**src/hw/temp_spi_regs.vh**
```
// register map, reset values and field positions of the sensor port
`ifndef TEMP_SPI_REGS_VH
`define TEMP_SPI_REGS_VH

// ----------------------------------------------------------------
// register addresses (command bits 5..3)
// ----------------------------------------------------------------
`define ADDR_STATUS 3'h0
`define ADDR_CONFIG 3'h1
`define ADDR_TEMP 3'h2
`define ADDR_IDENT 3'h3
`define ADDR_CRIT 3'h4
`define ADDR_HYST 3'h5
`define ADDR_HIGH 3'h6
`define ADDR_LOW 3'h7

// ----------------------------------------------------------------
// power-on values
// ----------------------------------------------------------------
`define RST_CONFIG 8'h00
`define RST_CRIT 16'h4980
`define RST_HYST 8'h05
`define RST_HIGH 16'h2000
`define RST_LOW 16'h0500
`define RST_TEMP 16'h0000

// ----------------------------------------------------------------
// command byte fields
// ----------------------------------------------------------------
`define CMD_RW_BIT 6
`define CMD_ADDR_HI 5
`define CMD_ADDR_LO 3
`define CMD_BITS 5'h08
`define BYTE_BITS 5'h08
`define WORD_BITS 5'h10

// ----------------------------------------------------------------
// configuration fields
// ----------------------------------------------------------------
`define CFG_CT_POL_BIT 2
`define CFG_INT_POL_BIT 3
`define CFG_CMP_MODE_BIT 4
`define CFG_OPMODE_HI 6
`define CFG_OPMODE_LO 5
`define OPMODE_SHUTDOWN 2'h3
`define HYST_MSB 3

// ----------------------------------------------------------------
// interface reset and hysteresis scaling
// ----------------------------------------------------------------
`define ONES_RESET_COUNT 6'h20
`define HYST_SHIFT 7

`endif

```
**src/hw/limit_alert.v**
```verilog
// limit and critical alert logic with comparator and interrupt modes
`default_nettype none

module limit_alert (
	// clock and reset
	input wire ref_clk,
	input wire rstn,
	input wire softRst,
	// measurement
	input wire [15:0] tempValue,
	input wire tempValid,
	// limits
	input wire [15:0] upperLimit,
	input wire [15:0] lowerLimit,
	input wire [15:0] criticalLimit,
	input wire [3:0] hysteresisValue,
	// mode
	input wire cmpMode,
	input wire shutdown,
	input wire regReadPulse,
	// state
	output reg limitAlert_q,
	output reg critAlert_q
);
`include "temp_spi_regs.vh"

	// one degree is 0x80 in the register format
	wire signed [16:0] hystScaled =
		{6'h00, hysteresisValue, 7'h00};
	wire signed [16:0] tempS = {tempValue[15], tempValue};
	wire signed [16:0] upperS = {upperLimit[15], upperLimit};
	wire signed [16:0] lowerS = {lowerLimit[15], lowerLimit};
	wire signed [16:0] critS = {criticalLimit[15], criticalLimit};

	wire overUpper = tempS > upperS;
	wire underLower = tempS < lowerS;
	wire overCrit = tempS > critS;
	// hysteresis moves the release points inward
	wire belowUpperHys = tempS < (upperS - hystScaled);
	wire aboveLowerHys = tempS > (lowerS + hystScaled);
	wire belowCritHys = tempS < (critS - hystScaled);

	reg shdnPrev_q;
	wire sample = tempValid & ~shutdown;
	wire enterShdn = shutdown & ~shdnPrev_q;

	always @(posedge ref_clk) begin
		if (!rstn || softRst) begin
			limitAlert_q <= 1'b0;
			critAlert_q <= 1'b0;
			shdnPrev_q <= 1'b0;
		end else begin
			shdnPrev_q <= shutdown;
			if (cmpMode) begin
				// shutdown leaves comparator state alone
				if (sample && (overUpper || underLower)) begin
					limitAlert_q <= 1'b1;
				end else if (sample && belowUpperHys &&
						aboveLowerHys) begin
					limitAlert_q <= 1'b0;
				end
				if (sample && overCrit) begin
					critAlert_q <= 1'b1;
				end else if (sample && belowCritHys) begin
					critAlert_q <= 1'b0;
				end
			end else begin
				// a new event wins over a clearing read
				if (sample && (overUpper || underLower)) begin
					limitAlert_q <= 1'b1;
				end else if (regReadPulse || enterShdn) begin
					limitAlert_q <= 1'b0;
				end
				if (sample && overCrit) begin
					critAlert_q <= 1'b1;
				end else if (regReadPulse || enterShdn) begin
					critAlert_q <= 1'b0;
				end
			end
		end
	end

endmodule // limit_alert

`default_nettype wire

```
**src/hw/temp_spi_port.v**
```verilog
// serial register port of the temperature sensor with alert pins
`default_nettype none

module temp_spi_port #(
	// identification codes, values arbitrary
	parameter [4:0] MAKER_CODE = 5'h0a,
	parameter [2:0] REVISION = 3'h1
) (
	// clock and reset
	input wire ref_clk,
	input wire rstn,
	// serial pins
	input wire csN,
	input wire sclk,
	input wire sdi,
	output reg sdo_q,
	output reg sdoOeN_q,
	// measurement from the conversion engine
	input wire [15:0] tempValue,
	input wire tempValid,
	// open-drain alert pins
	output wire intOut,
	output reg intOeN_q,
	output wire critical_alert_out,
	output reg critOeN_q
);
`include "temp_spi_regs.vh"

	// ----------------------------------------------------------------
	// helpers
	// ----------------------------------------------------------------
	function isWide;
		input [2:0] a;
		begin
			isWide = (a == `ADDR_TEMP) || (a == `ADDR_CRIT) ||
				(a == `ADDR_HIGH) || (a == `ADDR_LOW);
		end
	endfunction

	function [4:0] dataBits;
		input [2:0] a;
		begin
			dataBits = isWide(a) ? `WORD_BITS : `BYTE_BITS;
		end
	endfunction

	// ----------------------------------------------------------------
	// pin synchronisers
	// ----------------------------------------------------------------
	reg csMeta_q, csSync_q, csPrev_q;
	reg sclkMeta_q, sclkSync_q, sclkPrev_q;
	reg sdiMeta_q, sdiSync_q;

	always @(posedge ref_clk) begin
		if (!rstn) begin
			csMeta_q <= 1'b1;
			csSync_q <= 1'b1;
			csPrev_q <= 1'b1;
			sclkMeta_q <= 1'b1;
			sclkSync_q <= 1'b1;
			sclkPrev_q <= 1'b1;
			sdiMeta_q <= 1'b0;
			sdiSync_q <= 1'b0;
		end else begin
			csMeta_q <= csN;
			csSync_q <= csMeta_q;
			csPrev_q <= csSync_q;
			sclkMeta_q <= sclk;
			sclkSync_q <= sclkMeta_q;
			sclkPrev_q <= sclkSync_q;
			sdiMeta_q <= sdi;
			sdiSync_q <= sdiMeta_q;
		end
	end

	wire selected = ~csSync_q;
	wire sclkRise = sclkSync_q & ~sclkPrev_q;
	wire sclkFall = ~sclkSync_q & sclkPrev_q;
	wire csFall = csPrev_q & ~csSync_q;
	// edges outside a frame are ignored
	wire bitIn = selected & sclkRise;
	wire bitOut = selected & sclkFall;

	// ----------------------------------------------------------------
	// interface reset by a run of ones
	// ----------------------------------------------------------------
	reg [5:0] onesCnt_q;
	wire onesReset = bitIn & sdiSync_q &
		(onesCnt_q == `ONES_RESET_COUNT - 6'h01);

	always @(posedge ref_clk) begin
		if (!rstn) begin
			onesCnt_q <= 6'h00;
		end else if (bitIn) begin
			if (!sdiSync_q || onesReset) begin
				onesCnt_q <= 6'h00;
			end else begin
				onesCnt_q <= onesCnt_q + 6'h01;
			end
		end
	end

	// ----------------------------------------------------------------
	// registers
	// ----------------------------------------------------------------
	reg [7:0] config_q;
	reg [7:0] hyst_q;
	reg [15:0] critical_limit_setpoint_q;
	reg [15:0] upper_limit_setpoint_q;
	reg [15:0] lower_limit_setpoint_q;
	reg [15:0] tempReg_q;
	wire limitAlert;
	wire critAlert;
	wire shutdown;
	wire cmpMode;

	wire [7:0] identification = {MAKER_CODE, REVISION};

	// ----------------------------------------------------------------
	// frame state
	// ----------------------------------------------------------------
	localparam [2:0] ST_CMD = 3'b001;
	localparam [2:0] ST_DATA = 3'b010;
	localparam [2:0] ST_DONE = 3'b100;

	reg [2:0] state_q;
	reg [4:0] bitCnt_q;
	reg [15:0] rxShift_q;
	reg [15:0] txShift_q;
	reg isRead_q;
	reg [2:0] addr_q;

	wire [7:0] cmdByte = {rxShift_q[6:0], sdiSync_q};
	wire [15:0] rxWord = {rxShift_q[14:0], sdiSync_q};
	wire [2:0] cmdAddr = cmdByte[`CMD_ADDR_HI:`CMD_ADDR_LO];
	wire cmdRead = cmdByte[`CMD_RW_BIT];
	wire cmdDone = bitIn && (state_q == ST_CMD) &&
		(bitCnt_q == `CMD_BITS - 5'h01);
	wire dataDone = bitIn && (state_q == ST_DATA) &&
		(bitCnt_q == dataBits(addr_q) - 5'h01);
	wire writeCommit = dataDone & ~isRead_q & ~onesReset;

	// read value, left aligned so the top bit leaves first
	reg [15:0] readWord;
	always @* begin
		readWord = 16'h0000;
		case (cmdAddr)
			`ADDR_CONFIG: readWord = {config_q, 8'h00};
			`ADDR_TEMP: readWord = tempReg_q;
			`ADDR_IDENT: readWord = {identification, 8'h00};
			`ADDR_CRIT: readWord = critical_limit_setpoint_q;
			`ADDR_HYST: readWord = {hyst_q, 8'h00};
			`ADDR_HIGH: readWord = upper_limit_setpoint_q;
			`ADDR_LOW: readWord = lower_limit_setpoint_q;
			default: readWord = 16'h0000;
		endcase
	end

	// any register read releases an interrupt-mode alert
	wire regReadPulse = cmdDone & cmdRead & ~onesReset;

	always @(posedge ref_clk) begin
		if (!rstn || onesReset) begin
			// back to waiting for a command byte
			state_q <= ST_CMD;
			bitCnt_q <= 5'h00;
			rxShift_q <= 16'h0000;
			txShift_q <= 16'h0000;
			isRead_q <= 1'b0;
			addr_q <= `ADDR_STATUS;
		end else if (!selected) begin
			// a frame cut short is dropped here
			state_q <= ST_CMD;
			bitCnt_q <= 5'h00;
			isRead_q <= 1'b0;
		end else if (bitIn) begin
			rxShift_q <= rxWord;
			case (state_q)
				ST_CMD: begin
					if (cmdDone) begin
						state_q <= ST_DATA;
						bitCnt_q <= 5'h00;
						isRead_q <= cmdRead;
						addr_q <= cmdAddr;
						txShift_q <= readWord;
					end else begin
						bitCnt_q <= bitCnt_q + 5'h01;
					end
				end
				ST_DATA: begin
					if (dataDone) begin
						// chip select held low: next command follows
						state_q <= ST_CMD;
						bitCnt_q <= 5'h00;
					end else begin
						bitCnt_q <= bitCnt_q + 5'h01;
					end
				end
				default: begin
					state_q <= ST_CMD;
					bitCnt_q <= 5'h00;
				end
			endcase
		end
	end

	// ----------------------------------------------------------------
	// serial output
	// ----------------------------------------------------------------
	// the top bit of the pending word appears on the select edge, which
	// also covers masters that lower select after their clock edge
	reg [15:0] txLive_q;
	always @(posedge ref_clk) begin
		if (!rstn || onesReset) begin
			sdo_q <= 1'b0;
			sdoOeN_q <= 1'b1;
			txLive_q <= 16'h0000;
		end else if (!selected) begin
			sdoOeN_q <= 1'b1;
		end else if (csFall) begin
			sdo_q <= txShift_q[15];
			sdoOeN_q <= 1'b0;
		end else if (cmdDone) begin
			txLive_q <= readWord;
			sdoOeN_q <= 1'b0;
		end else if (bitOut && (state_q == ST_DATA) && isRead_q) begin
			sdo_q <= txLive_q[15];
			txLive_q <= {txLive_q[14:0], 1'b0};
		end
	end

	// ----------------------------------------------------------------
	// register writes
	// ----------------------------------------------------------------
	always @(posedge ref_clk) begin
		if (!rstn || onesReset) begin
			config_q <= `RST_CONFIG;
			hyst_q <= `RST_HYST;
			critical_limit_setpoint_q <= `RST_CRIT;
			upper_limit_setpoint_q <= `RST_HIGH;
			lower_limit_setpoint_q <= `RST_LOW;
		end else if (writeCommit) begin
			case (addr_q)
				`ADDR_CONFIG: config_q <= rxWord[7:0];
				`ADDR_HYST: hyst_q <= rxWord[7:0];
				`ADDR_CRIT: critical_limit_setpoint_q <= rxWord;
				`ADDR_HIGH: upper_limit_setpoint_q <= rxWord;
				`ADDR_LOW: lower_limit_setpoint_q <= rxWord;
				default: config_q <= config_q;
			endcase
		end
	end

	// the value shown to reads takes every sample and holds its last one during shutdown
	always @(posedge ref_clk) begin
		if (!rstn || onesReset) begin
			tempReg_q <= `RST_TEMP;
		end else if (tempValid && !shutdown) begin
			tempReg_q <= tempValue;
		end
	end

	// ----------------------------------------------------------------
	// alerts
	// ----------------------------------------------------------------
	assign shutdown = config_q[`CFG_OPMODE_HI:`CFG_OPMODE_LO] ==
		`OPMODE_SHUTDOWN;
	assign cmpMode = config_q[`CFG_CMP_MODE_BIT];

	limit_alert alertLogic (
		.ref_clk(ref_clk),
		.rstn(rstn),
		.softRst(onesReset),
		.tempValue(tempValue),
		.tempValid(tempValid),
		.upperLimit(upper_limit_setpoint_q),
		.lowerLimit(lower_limit_setpoint_q),
		.criticalLimit(critical_limit_setpoint_q),
		.hysteresisValue(hyst_q[`HYST_MSB:0]),
		.cmpMode(cmpMode),
		.shutdown(shutdown),
		.regReadPulse(regReadPulse),
		.limitAlert_q(limitAlert),
		.critAlert_q(critAlert)
	);

	// open drain: pin pulled low when active (low polarity)
	assign intOut = 1'b0;
	assign critical_alert_out = 1'b0;

	always @(posedge ref_clk) begin
		if (!rstn) begin
			intOeN_q <= 1'b1;
			critOeN_q <= 1'b1;
		end else begin
			intOeN_q <= ~(limitAlert ^ config_q[`CFG_INT_POL_BIT]);
			critOeN_q <= ~(critAlert ^ config_q[`CFG_CT_POL_BIT]);
		end
	end

endmodule // temp_spi_port

`default_nettype wire

```
**config.mk**
```make
export PLATFORM = sky130hd
export DESIGN_NAME = temp_spi_port
export DESIGN_NICKNAME = d
export VERILOG_FILES = /design/src/hw/limit_alert.v /design/src/hw/temp_spi_port.v
export VERILOG_INCLUDE_DIRS = /design/src /design/src/hw
export SDC_FILE = /design/constraint.sdc
export NUM_CORES = 1
export LEC_CHECK = 0
export BUFFER_PORTS_ARGS = -buffer_cell sky130_fd_sc_hd__buf_4
export CAP_MARGIN = 10
export CORE_ASPECT_RATIO = 0.75
export CORE_UTILIZATION = 25
export CTS_CLUSTER_DIAMETER = 60
export DETAILED_ROUTE_END_ITERATION = 10
export SYNTH_ARGS = -nofsm -noshare
export SYNTH_HDL_FRONTEND = slang
export SYNTH_SLANG_ARGS = --single-unit
```
**constraint.sdc**
```tcl
create_clock -name ref_clk -period 3.2 [get_ports ref_clk]
set_input_delay 0.16 -clock ref_clk [delete_from_list [all_inputs] [get_ports ref_clk]]
set_output_delay 0.16 -clock ref_clk [all_outputs]
set_load 0.02 [all_outputs]
```
==> results of run 1 <==
routing by layer:
layer / up-vias / routed length (microns) / track usage (%)
met5: - / 0 / 0
met4: 0 / 345 / 4.07
met3: 23 / 1600 / 2.94
met2: 216 / 11600 / 23.1
met1: 3787 / 13800 / 22.5
li1: 3887 / - / -
per-stage QoR:
step                power [W]  hold WS [ps]  setup TNS [ps]
floorplan             0.00203           233               0
global placement      0.00215           352               0
detailed placement    0.00215           353               0
CTS                   0.00420         0.839               0
global route          0.00431          10.4           -35.4
finish                0.00417          14.8               0
Yosys cell counts (3+ instances only):
cell	n
nand2_1	153
dfxtp_1	144
ha_1	94
a21oi_1	87
nor2_1	72
inv_1	62
nand3_1	47
o21ai_0	45
clkbuf_1	44
mux2i_1	33
o211ai_1	21
o31ai_1	21
nor2b_1	20
a211oi_1	19
a21o_1	18
nor3_1	17
xnor2_1	15
mux2_2	14
nand4_1	14
nand2b_1	12
a31oi_1	11
a221oi_1	8
a22oi_1	8
and2_1	7
nor4_1	7
buf_2	6
buf_1	5
o21a_1	5
a2111oi_0	4
o21ai_1	4
xor2_1	4
fa_1	3
or3_1	3
worst min-delay path by stage:
| stage | startpoint | end | slack [ps] | cells after the start |
|---|---|---|---|---|
| final | tempValue[3] | tempReg_q[3] | 10 | 3 |
| after global routing | tempValue[1] | tempReg_q[1] | 10 | 3 |
| after CTS | tempValue[5] | tempReg_q[5] | 0.8 | 3 |
| after detailed placement | csN | csMeta_q | 350 | 2 |
| after global placement | csN | csMeta_q | 350 | 2 |
| after floorplan | rstn | csMeta_q | 230 | 1 |
state kept, by name, summed over array words and instances (netlist names), 2 cells and up:
name                       count
addr_q                         3
bitCnt_q                       5
config_q                       8
critical_limit_setpoint_q     16
hyst_q                         8
lower_limit_setpoint_q        16
onesCnt_q                      6
rxShift_q                     15
state_q                        2
tempReg_q                     16
txLive_q                      16
upper_limit_setpoint_q        16
worst max-delay path, stage by stage (launching register included):
cell	delay, ps
dfxtp_2	350
inv_4	60
ha_1	290
a21o_1	180
a21o_1	200
a211oi_2	220
buf_4	160
a21oi_1	60
ha_1	310
a21o_1	180
nand2_1	70
a31oi_1	100
or4_1	510
nor4_2	160
o32ai_1	100
cells by family after synthesis:
| family | count (synthesis) | synth area share [%] |
|---|---|---|
| XOR/XNOR | 19 | 1.91 |
| multiplexers | 47 | 5.59 |
| flip-flops | 144 | 33.0 |
| other | 1 | 0.0430 |
| AO/OA/AOI/OAI | 274 | 20.2 |
| buffers and inverters | 122 | 5.59 |
| adder cells (fa/ha/maj) | 97 | 14.2 |
| AND/OR/NAND/NOR | 369 | 19.5 |
final cells by class:
class / count / area share (%)
Multi-Input combinational cell: 808 / 52.9
Timing Repair Buffer: 74 / 5.62
Tap cell: 450 / 5.45
Clock buffer: 17 / 4.12
Clock inverter: 13 / 1.61
Sequential cell: 144 / 27.9
Inverter: 63 / 2.31
report_power, final:
part	internal (W)	switching, W
clock network	0.00122	0.000818
logic	0.000116	0.000186
registers	0.00181	0.0000139
total	0.00315	0.00102
repair_timing:
| action | CTS | global route |
|---|---|---|
| pin swaps | 5 | 9 |
| setup endpoints to repair | 2 | 2 |
| hold buffers | 5 | 0 |
| setup buffers | 6 | 1 |
| gates cloned | 0 | 0 |
| resized for setup | 7 | 15 |
| hold endpoints to repair | 6 | 0 |
==> results.py, run 1 <==
metrics = {
    "timing": {
        "min_period_ps": 3080,
        "post-route-period-util_pct": 96.2,
        "worstMarginPinSlew_ps": 985,
        "slew_headroom_pct": 33.8,
        "final.setup.worst_slack_ps": 121,
        "fmax_mhz": 325,
        "setup_viol": 0,
        "finalMaxSlewViolations": 0,
        "final_hold_viol_count": 0,
        "fin_skew_ps": 14.1,
    },
    "yosys": {
        "synth.distinct_cells": 67,
        "synthArstFlopShare_pct": 0,
        "ys_seq_area_share_pct": 33.0,
        "synth.avg_cell_area_sq_um": 8.13,
        "synth_top_area_share_pct": 33.0,
        "netlist_top_cells_area": "dfxtp_1 33%, ha_1 13%, nand2_1 6.6%, a21oi_1 5.0%, mux2i_1 3.8%",
        "synth_area_sq_um": 8720,
        "ys_seq_elements": 144,
        "ys.flop_type": "dfxtp_1",
        "yosys_warnings": 0,
        "yosys.area.top_type": "dfxtp_1",
        "synth-edff-count": 0,
        "synthCells": 1073,
    },
    "finish": {
        "areaGrowthSynthToFinish_pct": 18.3,
        "antenna_cells": 0,
        "final_common_cell": "nand2_1",
        "layout_common_cells": "152 x nand2_1, 142 x dfxtp_1, 92 x ha_1",
        "fin_cells": 1569,
        "drive_above_1_share_pct": 12.7,
        "nFillCells": 3632,
        "fin_area_sq_um": 10300,
        "finalNetCount": 1227,
        "utilization_pct": 30.4,
        "multi_input_area_sq_um": 5460,
        "register_area_sq_um": 2890,
    },
    "detailed_routing": {
        "vias_per_cell": 5.04,
        "first_pass_iters": 6,
        "drt_iter0_drc": 817,
        "ant_nets": 0,
        "vias": 7913,
        "drt-total-wl_microns": 27300,
        "wire_per_inst_microns": 17.4,
        "drcViolationCount": 0,
    },
    "critical_path": {
        "cp-end-kind": "flip-flop",
        "critPathLaunch": "hyst_q[1]",
        "regToRegEndpoint": "alertLogic.limitAlert_q",
        "r2r_cells": 14,
        "required_ps": 3510,
        "r2r_start": "hyst_q[1]",
        "rrSetupSlack_ps": 120,
        "worst-path-max-fanout": 4,
        "crit_type": "flip-flop to flip-flop",
        "critPathLaunchType": "flip-flop",
        "crit_path_end": "alertLogic.limitAlert_q",
        "arrival_ps": 3390,
    },
    "grt": {
        "track_usage_pct": 15.5,
        "overflow": 0,
        "grt_pass1_vias": 7418,
        "grt_max_degree": 43,
        "grt_pass1_wl_microns": 42200,
        "grt_antenna_before_repair": 0,
    },
    "floorplanning": {
        "core_area_sq_um": 34000,
        "start_util_pct": 25.7,
        "dieArea_sq_um": 35700,
        "placementRows": 58,
        "io_pins": 28,
        "dieHeight_microns": 164,
        "die_x_microns": 218,
    },
    "place": {
        "place_area_sq_um": 9550,
        "place_inst": 1528,
        "portBuffers": 25,
        "gp_congestion": 0.920,
        "preCtsSetupSlack_ps": 6.05,
        "hpwl_microns": 20500,
    },
    "clock_network": {
        "clkTransAtPathRegs_ps": 60,
        "clock_insertion_delay_worst_skew_ps": 440,
        "numCtsBuffers": 17,
        "cts-root-buf": "clkbuf_16",
        "clockBufferDepth": 2,
        "cts_tree": "built",
        "cts.sinks": 144,
        "h-tree-depth": 4,
    },
    "flow_run": {
        "maxCapViolCount": 0,
    },
    "hold_path": {
        "hold_path.class": "primary input to flip-flop",
    },
    "run_status": {
        "status": "finished clean",
    },
    "power": {
        "p_per_area_nw_per_um2": 404,
        "vdd_drop_max_mv": 0.351,
        "leakagePower_nw": 3.94,
    },
}
No activity file was read; power rests on OpenSTA's default activity.
==> run 2: changes to the inputs <==
--- a/config.mk
+++ b/config.mk
@@ -12,6 +12,7 @@
 export CORE_UTILIZATION = 25
 export CTS_CLUSTER_DIAMETER = 60
 export DETAILED_ROUTE_END_ITERATION = 10
+export HOLD_SLACK_MARGIN = 0.08
 export SYNTH_ARGS = -nofsm -noshare
 export SYNTH_HDL_FRONTEND = slang
 export SYNTH_SLANG_ARGS = --single-unit
==> results.py, run 2 (synthesis results as in run 1) <==
metrics = {
    "run_status": {
        "status": "finished clean",
    },
    "clock_network": {
        "clockBufferDepth": 2,
        "numCtsBuffers": 17,
        "h-tree-depth": 4,
        "cts.sinks": 144,
        "clkTransAtPathRegs_ps": 60,
        "cts_tree": "built",
        "cts-root-buf": "clkbuf_16",
        "clock_insertion_delay_worst_skew_ps": 430,
    },
    "detailed_routing": {
        "drcViolationCount": 0,
        "drt_iter0_drc": 849,
        "drt-total-wl_microns": 27400,
        "ant_nets": 0,
        "first_pass_iters": 6,
        "vias_per_cell": 5.00,
        "wire_per_inst_microns": 17.3,
        "vias": 7932,
    },
    "grt": {
        "groute.layer.met1.usage_pct": 22.6,
        "track_usage_pct": 15.6,
        "grt_pass1_wl_microns": 42500,
        "use_met3_pct": 2.93,
        "grt_max_degree": 43,
        "overflow": 0,
        "grt_pass1_vias": 7478,
        "top_usage_layer": "met2",
        "grt_antenna_before_repair": 0,
        "grt_use_met2_pct": 23.3,
    },
    "floorplanning": {
        "die_x_microns": 218,
        "placementRows": 58,
        "dieHeight_microns": 164,
        "start_util_pct": 25.7,
        "core_area_sq_um": 34000,
        "io_pins": 28,
        "dieArea_sq_um": 35700,
    },
    "timing": {
        "slew_headroom_pct": 33.5,
        "worstMarginPinSlew_ps": 988,
        "fmax_mhz": 324,
        "min_period_ps": 3090,
        "setup_viol": 0,
        "fin_skew_ps": 9.83,
        "final_hold_viol_count": 0,
        "finalMaxSlewViolations": 0,
        "final.setup.worst_slack_ps": 115,
        "post-route-period-util_pct": 96.4,
    },
    "finish": {
        "areaGrowthSynthToFinish_pct": 20.3,
        "drive_above_1_share_pct": 12.5,
        "antenna_cells": 0,
        "final_common_cell": "nand2_1",
        "finalNetCount": 1244,
        "layout_common_cells": "152 x nand2_1, 142 x dfxtp_1, 92 x ha_1",
    },
    "place": {
        "preCtsSetupSlack_ps": 6.05,
        "gp_congestion": 0.920,
        "hpwl_microns": 20500,
        "portBuffers": 25,
    },
    "power": {
        "vdd_drop_max_mv": 0.354,
        "power_frac_seq_pct": 43.7,
        "totalPowerFinal_w": 0.00418,
        "p_per_area_nw_per_um2": 398,
        "clkPwrFrac_pct": 48.7,
        "p_int_w": 0.00316,
        "leakagePower_nw": 4.01,
        "combPwrFrac_pct": 7.6,
        "netSwitchingFraction_pct": 24.3,
        "p_switching_w": 0.00102,
    },
    "hold_path": {
        "hold_path.class": "primary input to flip-flop",
    },
    "flow_run": {
        "maxCapViolCount": 0,
    },
    "critical_path": {
        "required_ps": 3510,
        "arrival_ps": 3390,
        "cp-end-kind": "flip-flop",
        "worst-path-max-fanout": 3,
        "critPathLaunchType": "flip-flop",
        "crit_type": "flip-flop to flip-flop",
    },
}
==> run 2: what timing repair did <==
item / in CTS / in global routing
pin swaps: 5 / 9
gates resized for setup: 7 / 15
hold endpoints to repair: 26 / 0
endpoints found under the setup margin: 2 / 2
hold buffers: 22 / 0
setup buffers: 6 / 1
==> run 2: stage by stage <==
step	setup TNS [ps]	cells	instance area, sq um	hold slack (ps)	util (%)
after floorplan	0	1074	8730	233	-
after global placement	0	1528	9550	352	28.1
after detailed placement	0	1528	9550	353	28.1
after CTS	0	1585	10400	286	30.7
after global routing	-35.4	1586	10500	339	30.9
final	0	1586	10500	294	30.9
==> run 2: worst paths after layout <==
check / slack [ps] / end / cells past startpoint / from
worst max-delay path: 110 / alertLogic.limitAlert_q / 17 / hyst_q[1]
worst min-delay path: 290 / tempReg_q[2] / 4 / tempValid
worst max register to register: 110 / alertLogic.limitAlert_q / 17 / hyst_q[1]
worst min register to register: 410 / csSync_q / 1 / csMeta_q
==> run 2: critical path: stages (launching register included) <==
cell	delay (ps)
dfxtp_2	330
buf_4	140
ha_1	280
a21o_1	170
a21oi_2	160
nor2b_1	60
o21ai_0	160
buf_4	150
nor3_1	50
xnor2_1	120
ha_1	330
a21o_1	130
nand2_1	60
nand4_1	90
nand2_1	50
or4_1	430
nor4_2	160
o32ai_1	100
==> run 2: metal layers <==
layer / share of wire [%] / vias to the layer above
met3: 5.6 / 24
met5: 0 / -
met4: 1.3 / 0
met2: 43 / 204
met1: 51 / 3786
li1: - / 3918
==> run 2: power groups by stage <==
stage / clock network, W / registers, W / logic (W)
floorplan: 0 / 0.00186 / 0.000166
global placement: 0 / 0.00187 / 0.000283
detailed placement: 0 / 0.00187 / 0.000289
CTS: 0.00207 / 0.00183 / 0.000314
global route: 0.00215 / 0.00183 / 0.000350
finish: 0.00203 / 0.00183 / 0.000319
==> run 2: layout make-up <==
cell class	instances	area [sq um]
Fill cell	3616	23500
Sequential cell	144	2890
Tap cell	450	563
Clock inverter	13	166
Multi-Input combinational cell	808	5460
Inverter	63	239
Clock buffer	17	425
Timing Repair Buffer	91	751
==> run 3: changes to the inputs <==
--- a/config.mk
+++ b/config.mk
@@ -13,6 +13,7 @@
 export CTS_CLUSTER_DIAMETER = 60
 export DETAILED_ROUTE_END_ITERATION = 10
 export HOLD_SLACK_MARGIN = 0.08
+export PLACE_DENSITY = 0.43
 export SYNTH_ARGS = -nofsm -noshare
 export SYNTH_HDL_FRONTEND = slang
 export SYNTH_SLANG_ARGS = --single-unit
==> results.py, run 3 (synthesis results as in run 1) <==
metrics = {
    "run_status": {
        "status": "finished clean",
    },
    "detailed_routing": {
        "wire_per_inst_microns": 19.0,
        "vias": 7838,
        "vias_per_cell": 4.92,
        "drt_iter0_drc": 639,
        "drt-total-wl_microns": 30200,
        "ant_nets": 0,
        "first_pass_iters": 5,
        "drcViolationCount": 0,
    },
    "grt": {
        "grt_max_degree": 51,
        "track_usage_pct": 17.3,
        "grt_pass1_wl_microns": 45700,
        "overflow": 0,
        "grt_pass1_vias": 7374,
        "grt_antenna_before_repair": 0,
    },
    "clock_network": {
        "clockBufferDepth": 2,
        "numCtsBuffers": 17,
        "cts_tree": "built",
        "cts.sinks": 144,
        "cts-root-buf": "clkbuf_16",
        "clock_insertion_delay_worst_skew_ps": 440,
        "clkTransAtPathRegs_ps": 70,
        "h-tree-depth": 4,
    },
    "hold_path": {
        "hold_path.class": "primary input to flip-flop",
    },
    "flow_run": {
        "maxCapViolCount": 0,
    },
    "critical_path": {
        "max_stage_delay_ps": 500,
        "crit_slowest_cell": "or4_1",
        "worst-path-max-fanout": 5,
        "crit_chain": "inv_2 > ha_1 > a21o_1 > a21o_1 > a211oi_2 > buf_4 > a21oi_1 > ha_1 > a21o_1 > nand2_1 > a31oi_2 > or4_1 > nor4_2 > o32ai_1",
        "critPathMostFrequentCell": "a21o_1",
        "required_ps": 3510,
        "cp-end-kind": "flip-flop",
        "crit_type": "flip-flop to flip-flop",
        "arrival_ps": 3370,
        "critPathLaunchType": "flip-flop",
    },
    "timing": {
        "final_hold_viol_count": 0,
        "fmax_mhz": 326,
        "finalMaxSlewViolations": 0,
        "min_period_ps": 3070,
        "post-route-period-util_pct": 95.8,
        "worstMarginPinSlew_ps": 1080,
        "slew_headroom_pct": 27.8,
        "setup_viol": 0,
        "fin_skew_ps": 11.4,
    },
    "floorplanning": {
        "start_util_pct": 25.7,
        "die_x_microns": 218,
        "dieArea_sq_um": 35700,
        "core_area_sq_um": 34000,
        "placementRows": 58,
        "io_pins": 28,
        "dieHeight_microns": 164,
    },
    "finish": {
        "drive_above_1_share_pct": 13.0,
        "finalNetCount": 1249,
        "antenna_cells": 0,
        "areaGrowthSynthToFinish_pct": 21.2,
        "layout_common_cells": "152 x nand2_1, 142 x dfxtp_1, 93 x ha_1",
        "final_common_cell": "nand2_1",
        "nFillCells": 3641,
        "fin_area_sq_um": 10600,
    },
    "place": {
        "gp_congestion": 0.854,
        "place_area_sq_um": 9590,
        "portBuffers": 25,
        "hpwl_microns": 22500,
    },
    "power": {
        "vdd_drop_max_mv": 0.385,
        "p_switching_w": 0.00106,
        "p_int_w": 0.00329,
        "clkPwrFrac_pct": 50.7,
        "totalPowerFinal_w": 0.00435,
        "leakagePower_nw": 4.05,
        "netSwitchingFraction_pct": 24.3,
        "p_per_area_nw_per_um2": 412,
        "combPwrFrac_pct": 7.4,
        "power_frac_seq_pct": 41.9,
    },
}
==> run 3: power groups by stage <==
stage          Sequential, W  Combinational [W]  Clock [W]
6_report             0.00183           0.000321    0.00221
5_1_grt              0.00183           0.000357    0.00233
4_1_cts              0.00183           0.000317    0.00226
3_5_place_dp         0.00187           0.000291          0
3_3_place_gp         0.00187           0.000291          0
2_1_floorplan        0.00186           0.000166          0
==> run 3: layer usage <==
layer / track usage, % / wire length, microns / vias to the layer above
met4: 4.10 / 328 / 0
met5: 0 / 0 / -
met3: 3.30 / 1320 / 22
met2: 24.7 / 12500 / 168
met1: 26.2 / 16100 / 3709
li1: - / - / 3939
==> run 3: stage by stage <==
stage / instances / hold WS, ps / utilization, % / setup TNS [ps] / worst slack [ps]
after global routing: 1592 / 323 / 31.1 / -71.6 / -41.1
after detailed placement: 1533 / 350 / 28.2 / -49.8 / -29.8
after CTS: 1588 / 310 / 30.8 / 0 / 32.5
final: 1592 / 315 / 31.1 / 0 / 135
after floorplan: 1074 / 233 / - / 0 / 13.0
after global placement: 1533 / 349 / 28.2 / 0 / 18.5
==> run 3: final timing paths <==
path         slack (ps)        from  depth (start not counted)                 endpoint
min                 320   tempValid                          4             tempReg_q[5]
min reg2reg         410  sclkMeta_q                          1               sclkSync_q
max                 130   hyst_q[1]                         14  alertLogic.limitAlert_q
max reg2reg         130   hyst_q[1]                         14  alertLogic.limitAlert_q
==> run 3: repair_timing <==
action | 4_1_cts | 5_1_grt
setup buffers | 2 | 4
endpoints found under the hold margin | 28 | 0
endpoints found under the setup margin | 2 | 2
pin swaps | 7 | 5
hold buffers | 22 | 0
resized for setup | 6 | 17
cloned | 0 | 0
==> run 3: area by class of cell <==
cell class / instances / area, sq um / share of cell area, %
multi-input combinational: 808 / 5460 / 51.7
sequential: 144 / 2890 / 27.3
timing repair buffer: 96 / 788 / 7.46
tap: 450 / 563 / 5.33
clock buffer: 20 / 457 / 4.32
inverter: 63 / 236 / 2.24
clock inverter: 11 / 179 / 1.69
==> run 3: worst max-delay path: cells and delay by family (launching register included) <==
kind                     cells  cell delay [ps]
flip-flops                   1              330
buffers and inverters        2              210
AO/OA/AOI/OAI                7             1060
AND/OR/NAND/NOR              3              730
adder cells (fa/ha/maj)      2              610
